**src/pbc_defines.svh**
```systemverilog
// Register map, field positions and reset values of the port block
`ifndef PBC_DEFINES_SVH
`define PBC_DEFINES_SVH

// ============================================================
// Register indices (byte address is four times the index)
`define PBC_IDX_PORT_PIN_DATA     10'h006
`define PBC_IDX_INTERRUPT_CONTROL 10'h00b
`define PBC_IDX_OPTION_CONFIG     10'h081
`define PBC_IDX_PORT_DIRECTION    10'h086
`define PBC_IDX_PROG_MODE_CTRL    10'h090

// ============================================================
// Field positions
`define PBC_BIT_GLOBAL_IRQ_EN     7
`define PBC_BIT_PERIPH_IRQ_EN     6
`define PBC_BIT_TIMER_IRQ_EN      5
`define PBC_BIT_EXT_IRQ_EN        4
`define PBC_BIT_CHANGE_IRQ_EN     3
`define PBC_BIT_TIMER_FLAG        2
`define PBC_BIT_EXT_FLAG          1
`define PBC_BIT_CHANGE_FLAG       0
`define PBC_BIT_PULLUP_DISABLE_N  7
`define PBC_BIT_EXT_EDGE_SELECT   6
`define PBC_PIN_EXT               0
`define PBC_PIN_PROG              3

// ============================================================
// Reset values
`define PBC_RST_INTERRUPT_CONTROL 8'h00
`define PBC_RST_OPTION_CONFIG     8'hff
`define PBC_RST_PORT_DIRECTION    8'hff
`define PBC_RST_PORT_LATCH        8'h00
`define PBC_RST_PROG_MODE         1'b1
`define PBC_RDATA_ZERO            32'h0000_0000

`endif

```
**src/pbc_pkg.sv**
```systemverilog
// Types shared by the port block
`default_nettype none

package pbc_pkg;

  // ============================================================
  // Interrupt control register layout, bit 7 first
  typedef struct packed {
    logic global_irq_enable;
    logic periph_irq_enable;
    logic timer_overflow_irq_enable;
    logic ext_pin_irq_enable;
    logic change_irq_enable;
    logic timer_overflow_flag;
    logic ext_pin_irq_flag;
    logic change_irq_flag;
  } pbc_intctl_t;

  // ============================================================
  // Register selected by an APB address
  typedef enum logic [2:0] {
    PBC_SEL_NONE,
    PBC_SEL_PORT,
    PBC_SEL_INTCTL,
    PBC_SEL_OPTION,
    PBC_SEL_DIR,
    PBC_SEL_PROG
  } pbc_sel_t;

endpackage : pbc_pkg

`default_nettype wire

```
**src/pbc_port.sv**
```systemverilog
// Eight-bit port with pull-ups, change and edge interrupts, APB slave
//
// Decided for this implementation: the APB register port.
`include "pbc_defines.svh"
`timescale 1ns/1ps
`default_nettype none

module pbc_port (
  // Clock and reset
  input  wire logic        i_clk,
  input  wire logic        i_rstn,
  // APB slave
  input  wire logic        i_psel,
  input  wire logic        i_penable,
  input  wire logic        i_pwrite,
  input  wire logic [11:0] i_paddr,
  input  wire logic [31:0] i_pwdata,
  output logic             o_pready,
  output logic [31:0]      o_prdata,
  output logic             o_pslverr,
  // Port pins
  input  wire logic [7:0]  i_pin_in,
  output logic [7:0]       o_pin_out,
  output logic [7:0]       o_pin_oe,
  output logic [7:0]       o_pullup_en,
  // Peripheral direction override, direction 1 means input
  input  wire logic [7:0]  i_periph_dir_en,
  input  wire logic [7:0]  i_periph_dir,
  // Other interrupt sources
  input  wire logic        i_timer_overflow,
  input  wire logic        i_periph_irq,
  // Interrupt request and wake
  output logic             o_irq,
  output logic             o_wake
);

  // ============================================================
  // State
  pbc_pkg::pbc_intctl_t intctl;
  logic [7:0]           option_config;
  logic [7:0]           port_direction;
  logic [7:0]           port_latch;
  logic [7:4]           change_copy;
  logic                 ext_pin_prev;
  logic                 prog_mode;

  // ============================================================
  // Address decode
  function automatic pbc_pkg::pbc_sel_t decode(input logic [11:0] addr);
    pbc_pkg::pbc_sel_t sel;
    sel = pbc_pkg::PBC_SEL_NONE;
    if (addr[1:0] != 2'h0) begin
      sel = pbc_pkg::PBC_SEL_NONE;
    end else if (addr[11:2] == `PBC_IDX_PORT_PIN_DATA) begin
      sel = pbc_pkg::PBC_SEL_PORT;
    end else if (addr[11:2] == `PBC_IDX_INTERRUPT_CONTROL) begin
      sel = pbc_pkg::PBC_SEL_INTCTL;
    end else if (addr[11:2] == `PBC_IDX_OPTION_CONFIG) begin
      sel = pbc_pkg::PBC_SEL_OPTION;
    end else if (addr[11:2] == `PBC_IDX_PORT_DIRECTION) begin
      sel = pbc_pkg::PBC_SEL_DIR;
    end else if (addr[11:2] == `PBC_IDX_PROG_MODE_CTRL) begin
      sel = pbc_pkg::PBC_SEL_PROG;
    end
    return sel;
  endfunction : decode

  pbc_pkg::pbc_sel_t sel;
  logic              access_done;
  logic              wr_done;
  logic              rd_done;
  logic              port_touch;

  assign sel         = decode(i_paddr);
  // Access completes at the edge where pready is seen high
  assign access_done = i_psel & i_penable & o_pready;
  assign wr_done     = access_done & i_pwrite;
  assign rd_done     = access_done & ~i_pwrite;
  assign port_touch  = access_done & (sel == pbc_pkg::PBC_SEL_PORT);

  // ============================================================
  // Effective direction and pin view
  logic [7:0] eff_dir;
  logic [7:0] pin_view;
  logic [3:0] mismatch;
  logic       change_event;
  logic       ext_event;

  always_comb begin
    // Peripheral override wins over the direction register
    eff_dir = (i_periph_dir_en & i_periph_dir)
            | (~i_periph_dir_en & port_direction);
    // Programming mode owns pin 3, so it is held as an input
    if (prog_mode) begin
      eff_dir[`PBC_PIN_PROG] = 1'b1;
    end
  end

  always_comb begin
    pin_view = i_pin_in;
    if (prog_mode) begin
      pin_view[`PBC_PIN_PROG] = 1'b0;
    end
  end

  // Only input pins can mismatch
  assign mismatch     = (i_pin_in[7:4] ^ change_copy)
                      & eff_dir[7:4];
  assign change_event = |mismatch;

  // Edge detect on the external interrupt pin
  assign ext_event = option_config[`PBC_BIT_EXT_EDGE_SELECT]
                   ? (i_pin_in[`PBC_PIN_EXT] & ~ext_pin_prev)
                   : (~i_pin_in[`PBC_PIN_EXT] & ext_pin_prev);

  // ============================================================
  // APB answer, zero wait states from a flop
  always_ff @(posedge i_clk) begin
    if (!i_rstn) begin
      o_pready  <= 1'b0;
      o_pslverr <= 1'b0;
      o_prdata  <= `PBC_RDATA_ZERO;
    end else begin
      o_pready  <= i_psel & ~i_penable;
      o_pslverr <= i_psel & ~i_penable & (sel == pbc_pkg::PBC_SEL_NONE);
      o_prdata  <= `PBC_RDATA_ZERO;
      if (i_psel && !i_penable && !i_pwrite) begin
        if (sel == pbc_pkg::PBC_SEL_PORT) begin
          o_prdata <= {24'h00_0000, pin_view};
        end else if (sel == pbc_pkg::PBC_SEL_INTCTL) begin
          o_prdata <= {24'h00_0000, intctl};
        end else if (sel == pbc_pkg::PBC_SEL_OPTION) begin
          o_prdata <= {24'h00_0000, option_config};
        end else if (sel == pbc_pkg::PBC_SEL_DIR) begin
          o_prdata <= {24'h00_0000, port_direction};
        end else if (sel == pbc_pkg::PBC_SEL_PROG) begin
          o_prdata <= {31'h0000_0000, prog_mode};
        end
      end
    end
  end

  // ============================================================
  // Configuration registers
  always_ff @(posedge i_clk) begin
    if (!i_rstn) begin
      option_config  <= `PBC_RST_OPTION_CONFIG;
      port_direction <= `PBC_RST_PORT_DIRECTION;
      prog_mode      <= `PBC_RST_PROG_MODE;
    end else if (wr_done) begin
      if (sel == pbc_pkg::PBC_SEL_OPTION) begin
        option_config <= i_pwdata[7:0];
      end
      if (sel == pbc_pkg::PBC_SEL_DIR) begin
        port_direction <= i_pwdata[7:0];
      end
      if (sel == pbc_pkg::PBC_SEL_PROG) begin
        prog_mode <= i_pwdata[0];
      end
    end
  end

  // Output latch
  always_ff @(posedge i_clk) begin
    if (!i_rstn) begin
      port_latch <= `PBC_RST_PORT_LATCH;
    end else if (wr_done && sel == pbc_pkg::PBC_SEL_PORT) begin
      port_latch <= i_pwdata[7:0];
    end
  end

  // ============================================================
  // Change comparison copy and edge history
  always_ff @(posedge i_clk) begin
    if (!i_rstn) begin
      change_copy  <= 4'h0;
      ext_pin_prev <= 1'b0;
    end else begin
      ext_pin_prev <= i_pin_in[`PBC_PIN_EXT];
      // Reads and writes both refresh; polling therefore hides changes
      if (port_touch) begin
        change_copy <= i_pin_in[7:4];
      end
    end
  end

  // ============================================================
  // Interrupt control: enables written, flags set wins over clear
  always_ff @(posedge i_clk) begin
    if (!i_rstn) begin
      intctl <= `PBC_RST_INTERRUPT_CONTROL;
    end else begin
      if (wr_done && sel == pbc_pkg::PBC_SEL_INTCTL) begin
        intctl <= i_pwdata[7:0];
      end
      // Flags ignore enables entirely
      if (i_timer_overflow) begin
        intctl.timer_overflow_flag <= 1'b1;
      end
      if (ext_event) begin
        intctl.ext_pin_irq_flag <= 1'b1;
      end
      // A live mismatch keeps setting the flag, so a clear needs a port read or write first
      if (change_event && !port_touch) begin
        intctl.change_irq_flag <= 1'b1;
      end
    end
  end

  // ============================================================
  // Pin drivers, pull-ups, request and wake from flops
  always_ff @(posedge i_clk) begin
    if (!i_rstn) begin
      o_pin_out   <= 8'h00;
      o_pin_oe    <= 8'h00;
      o_pullup_en <= 8'h00;
      o_irq       <= 1'b0;
      o_wake      <= 1'b0;
    end else begin
      o_pin_out   <= port_latch;
      o_pin_oe    <= ~eff_dir;
      o_pullup_en <= {8{~option_config[`PBC_BIT_PULLUP_DISABLE_N]}}
                   & eff_dir;
      o_irq <= intctl.global_irq_enable & (
                 (intctl.timer_overflow_irq_enable
                  & intctl.timer_overflow_flag)
               | (intctl.ext_pin_irq_enable
                  & intctl.ext_pin_irq_flag)
               | (intctl.change_irq_enable & intctl.change_irq_flag)
               | (intctl.periph_irq_enable & i_periph_irq));
      // Wake does not need the global enable
      o_wake <= intctl.change_irq_enable & intctl.change_irq_flag;
    end
  end

endmodule : pbc_port

`default_nettype wire

```
**config.mk**
```make
export PLATFORM = sky130hd
export DESIGN_NAME = pbc_port
export DESIGN_NICKNAME = d
export VERILOG_FILES = /design/src/pbc_pkg.sv /design/src/pbc_port.sv
export VERILOG_INCLUDE_DIRS = /design/src
export SDC_FILE = /design/constraint.sdc
export NUM_CORES = 1
export LEC_CHECK = 0
export CAP_MARGIN = 30
export CORE_MARGIN = 2
export CORE_UTILIZATION = 45
export DETAILED_ROUTE_END_ITERATION = 12
export DONT_BUFFER_PORTS = 1
export SLEW_MARGIN = 20
export SYNTH_ARGS = -nofsm -noshare
export SYNTH_HDL_FRONTEND = slang
export SYNTH_SLANG_ARGS = --single-unit
```
**constraint.sdc**
```tcl
create_clock -name i_clk -period 1.6 [get_ports i_clk]
set_clock_uncertainty 0.05 [all_clocks]
set_input_delay 0.08 -clock i_clk [delete_from_list [all_inputs] [get_ports i_clk]]
set_output_delay 0.08 -clock i_clk [all_outputs]
set_load 0.02 [all_outputs]
```
# After elaboration in Yosys (flattened, before gate mapping)
# Cells that the tools add are included.
[word_totals]
ff_bits = 98
in_bits = 75
output_inout_bits = 60
[classes]
eq_ne = 10
mux = 18
bitwise_logic = 30
reduce_logical = 19
[op_table]
columns = ["operator", "n"]
rows = [
  ["2-to-1 mux 8 bit", 4],
  ["equality test 10 x 8 -> 1 bit (second input constant)", 3],
  ["AND 8 bit", 3],
  ["2-to-1 mux 3 bit", 7],
  ["inverter 8 bit", 2],
  ["AND 1 bit", 13],
  ["equality test 10 x 3 -> 1 bit (second input constant)", 1],
  ["equality test 10 x 4 -> 1 bit (second input constant)", 1],
  ["bitwise OR 8 bit", 1],
  ["AND reduction 2 bit", 4],
  ["nonzero test 2 bit", 4],
  ["2-to-1 mux 1 bit", 7],
  ["equality test 3 x 2 -> 1 bit (second input constant)", 2],
  ["equality test 3 bit (second input constant)", 2],
  ["inverter 1 bit", 6],
  ["OR reduction 6 bit", 1],
  ["logical AND 1 bit", 5],
  ["AND 4 bit", 1],
  ["OR reduction 4 bit", 1],
  ["bitwise XOR 4 bit", 1],
  ["equality test 3 x 1 -> 1 bit (second input constant)", 1],
  ["zero test 1 bit", 3],
  ["zero test 3 bit", 1],
  ["bitwise OR 1 bit", 3],
]

# Logic depth before layout (Yosys ltp)
[logic_depth]
ltp_word = 13
mapped_depth = 8

# Worst setup path after synthesis
# OpenSTA, ideal clock, no wires.
[synth_timing]
path_kind = "reg2reg"
from = "register o_pready"
to = "register intctl[2] in the netlist's numbering"
t_arrival_ns = 1.809
path_slack_ns = -0.391
path_stages_with_launch = 7
n_path_buf = 1
path_cell_list = "dfxtp_1 -> and3_1 -> clkbuf_1 -> nand2_1 -> nor4_4 -> mux2i_1 -> a21oi_1"
[synth_between]
elab_chain_cells = 4
[synth_rtl]
columns = ["element", "line_no", "rtl"]
rows = [
  ["start: declaration", "pbc_port.sv:18", "output logic o_pready,"],
  ["start signal: assignment", "pbc_port.sv:124", "o_pready <= i_psel & ~i_penable;"],
  ["AND 1 bit", "pbc_port.sv:76", "assign access_done = i_psel & i_penable & o_pready;"],
  ["AND 1 bit", "pbc_port.sv:77", "assign wr_done = access_done & i_pwrite;"],
  ["logical AND 1 bit", "pbc_port.sv:193", "if (wr_done && sel == pbc_pkg::PBC_SEL_INTCTL) begin"],
  ["nonzero test 2 bit (no source line)", "--", ""],
  ["end signal: assignment", "pbc_port.sv:191", "intctl <= `PBC_RST_INTERRUPT_CONTROL;"],
  ["end signal: assignment", "pbc_port.sv:194", "intctl <= i_pwdata[7:0];"],
  ["end: declaration", "pbc_port.sv:39", "pbc_pkg::pbc_intctl_t intctl;"],
]
# No other way between the ends.
# A chain may end at the register's enable or synchronous reset.

# Worst setup path in the final report
[layout_timing]
from = "input i_rstn"
to = "register o_pready"
[layout_rtl]
columns = ["element", "line_no", "rtl"]
rows = [
  ["start: declaration", "pbc_port.sv:11", "input wire logic i_rstn,"],
]
# No word-level cell between the ends.

==> flow_summary.yaml <==
timing:
  min_period_ns: 1.52
  timing.fmax_mhz: 657
  drv_slew: 0
  final-setup-viol-count: 0
  grt_setup_unrepaired: "no"
  whs_ns: 0.0202
  fin_crit_sh_pct: 95.1
  setup_tns_ns: 0
  hold_viol: 0
yosys:
  ys.flop_type: "dfxtp_1"
  synth_edf_count: 0
  synthArstFlopShare_pct: 0
  yosysWarnings: 0
  netlist_area_um2: 3320
  synth_cell_types: 57
  synthCells: 345
  seq_area_frac_synth_pct: 44.6
  synth_seq_cells: 74
  avgSynthCellArea_um2: 9.63
global_routing:
  antenna_found_initial: 0
  gr-total-overflow: 0
  grt_pass1_vias: 2644
  grt_max_degree: 47
  grt_pass1_wl_um: 13200
  grt_use_total_pct: 20.7
drt:
  drt_iter0_markers: 136
  wire_per_inst_um: 16.3
  vias: 2665
  wirelength_um: 8340
  ant_nets: 0
  drc: 0
  firstDrtPassIters: 4
  viasPerCell: 5.19
worst_setup_path:
  worstPathArrival_ns: 1.75
  path_buf_inv: 4
  cp_top_family: "buffers and inverters"
  critPathMaxFanout: 46
  start_kind: "primary input"
  cpPeakStageDelay_ns: 0.61
  setup.reg_to_reg.worst_slack_ns: 0.11
  crit_chain: "dlygate4sd3_1 > buf_12 > nand3b_1 > inv_1 > dlygate4sd3_1"
  reg2reg_depth: 5
  criticalPathCategory: "primary input to flop"
  r2r-end: "option_config[4]"
  slowest_stage: "dlygate4sd3_1"
  critPathRequiredTime_ns: 1.83
  r2r-start: "o_pready"
  crit_top_cell: "dlygate4sd3_1"
  endpoint_kind: "flop"
cells_and_area:
  synthToLayoutAreaGrowth_pct: 26.5
  antenna_cells: 0
  drive_above_1_share_pct: 16.4
  nNetsFinal: 484
clocking:
  cts_tree: "built"
  clk_pin_slew_ns: 0.07
  cts_made_buffers: 9
  cts_buffer_depth: 2
  root_buffer: "clkbuf_8"
  htree_levels: 3
  clkLatencyLatePin_ns: 0.34
  cts_sinks: 74
floorplanning:
  pin_count: 135
  coreArea_um2: 7210
  die_x_um: 89.9
  start_util_pct: 46.0
  rows: 31
  die_y_um: 89.9
  dieArea_um2: 8090
min_path:
  hp-class: "primary input to flop"
  holdPathStages: 2
  min_to: "o_prdata[3]"
  hp-start: "i_pwrite"
placed_design:
  gp_congestion: 0.769
  dpl.hpwl_um: 6010
  portBuffers: 0
power_and_ir_drop:
  p_int_uw: 2830
  power_frac_seq_pct: 51.1
  p_sw_share_pct: 22.9
  p_per_area_nw_per_um2: 874
  pwr-share-comb_pct: 8.1
  clock_power_share_pct: 40.9
  power.switching_uw: 839
  vdd_drop_max_uv: 444
  p_leak_uw: 0.00174
job:
  maxCapViolCount: 0
run_status:
  status: "complete, no violations"
## flip-flops by register name, indices dropped and copies added, names as in the netlist, 4 cells and up
signal          cells
option_config       8
change_copy         4
o_pullup_en         8
intctl              8
o_pin_out           8
port_latch          8
o_pin_oe            8
port_direction      8
o_prdata            8
## synthesized netlist by cell type (2+ instances only)
master | instances | area, um2
dfxtp_1 | 74 | 1480
mux2i_1 | 30 | 300
nand2_1 | 30 | 113
buf_4 | 25 | 188
nor2_1 | 22 | 82.6
and2_1 | 18 | 113
o21ai_0 | 14 | 70.1
a21oi_1 | 10 | 50.1
a22oi_1 | 9 | 67.6
clkbuf_1 | 9 | 33.8
nand3b_1 | 9 | 67.6
o21ai_1 | 9 | 45.0
o211a_1 | 7 | 70.1
inv_1 | 6 | 22.5
o2bb2ai_1 | 6 | 52.6
nand4_1 | 4 | 25.0
xnor2_1 | 4 | 35.0
buf_2 | 3 | 15.0
o211ai_1 | 3 | 22.5
o22ai_1 | 3 | 18.8
a211oi_1 | 2 | 15.0
a32o_1 | 2 | 20.0
and3_1 | 2 | 12.5
buf_6 | 2 | 22.5
nand2b_1 | 2 | 12.5
nand4bb_1 | 2 | 22.5
nor3_1 | 2 | 10.0
nor3b_1 | 2 | 15.0
nor4_4 | 2 | 42.5
o21a_1 | 2 | 15.0
or2_1 | 2 | 12.5
or2_2 | 2 | 12.5
or4_1 | 2 | 15.0
## layer usage
layer | part of all wire, % | GRT usage (%)
met2 | 50 | 36.6
met3 | 5.6 | 5.53
met1 | 43 | 24.9
met5 | 0 | 0
met4 | 1.1 | 5.90
## layout by cell type (no fill, tap or decap), types with 3 or more instances in the layout
cell type,n
nor2_1,22
buf_12,3
nand4_1,4
dfxtp_1,73
dlygate4sd3_1,41
o21ai_1,9
o211ai_1,3
a21oi_1,10
o211a_1,7
buf_4,26
and2_1,17
xnor2_1,4
o21ai_0,13
nand3b_1,9
o2bb2ai_1,6
conb_1,24
a22oi_1,9
nand2_1,28
mux2i_1,30
inv_1,6
clkbuf_8,12
o22ai_1,3
## worst register-to-register path: cells and delay by family, from the launching register on
kind               cells  cell delay [ns]
AOI/OAI and AO/OA      1             0.27
and+or+nand+nor        3             0.49
muxes                  1             0.23
DFF                    1             0.34
## what timing repair did
item | in CTS | in global routing
endpoints found under the setup margin | 8 | 18
gates cloned | 0 | 0
setup buffers | 0 | 0
resized for setup | 1 | 3
pin swaps | 0 | 0
hold endpoints to repair | 73 | 1
hold buffers | 41 | 1
## power groups by stage
stage	sequential [uW]	combinational, uW	clock [uW]
2_1_floorplan	1920	198	0
3_3_place_gp	1920	173	0
3_5_place_dp	1920	174	0
4_1_cts	1880	291	1550
5_1_grt	1880	317	1630
6_report	1880	296	1500
## cell type report
class	count	area [um2]
multi-input combinational	248	1690
sequential	74	1490
timing repair buffer	70	666
clock buffer	12	165
tap	99	124
fill	660	3010
inverter	6	22.5
clock inverter	4	48.8
## how the worst max path moves through the flow
stage	from	endpoint	slack, ns	cells after the start
4_1_cts	o_pready	option_config[4]	0.02	5
6_report	i_rstn	o_pready	0.08	5
3_3_place_gp	i_paddr[6]	option_config[0]	-0.10	6
5_1_grt	o_pready	intctl[2]	0.02	6
2_1_floorplan	i_paddr[6]	intctl[2]	-0.05	5
3_5_place_dp	i_paddr[6]	option_config[5]	-0.12	6
## per-stage QoR
step	std cells	util, %	power, uW	setup slack [ns]	cell area, um2
2_1_floorplan	368	-	2110	-0.0504	3470
3_3_place_gp	455	49.2	2090	-0.102	3550
3_5_place_dp	455	49.2	2090	-0.116	3550
4_1_cts	512	58.0	3710	0.0182	4180
5_1_grt	513	58.2	3820	0.0216	4200
6_report	513	58.2	3670	0.0778	4200
## kinds of logic (layout without fill, tap and decap cells)
kind of cell	Yosys count	after routing	share of synthesized area, %
flip-flops	74	74	44.6
buffers and inverters	46	92	8.59
AO/OA/AOI/OAI	77	77	17.0
other	1	24	0.113
multiplexers	30	30	9.04
AND/OR/NAND/NOR	113	113	19.6
XOR/XNOR	4	4	1.05
(Power assumes the default switching activity.)
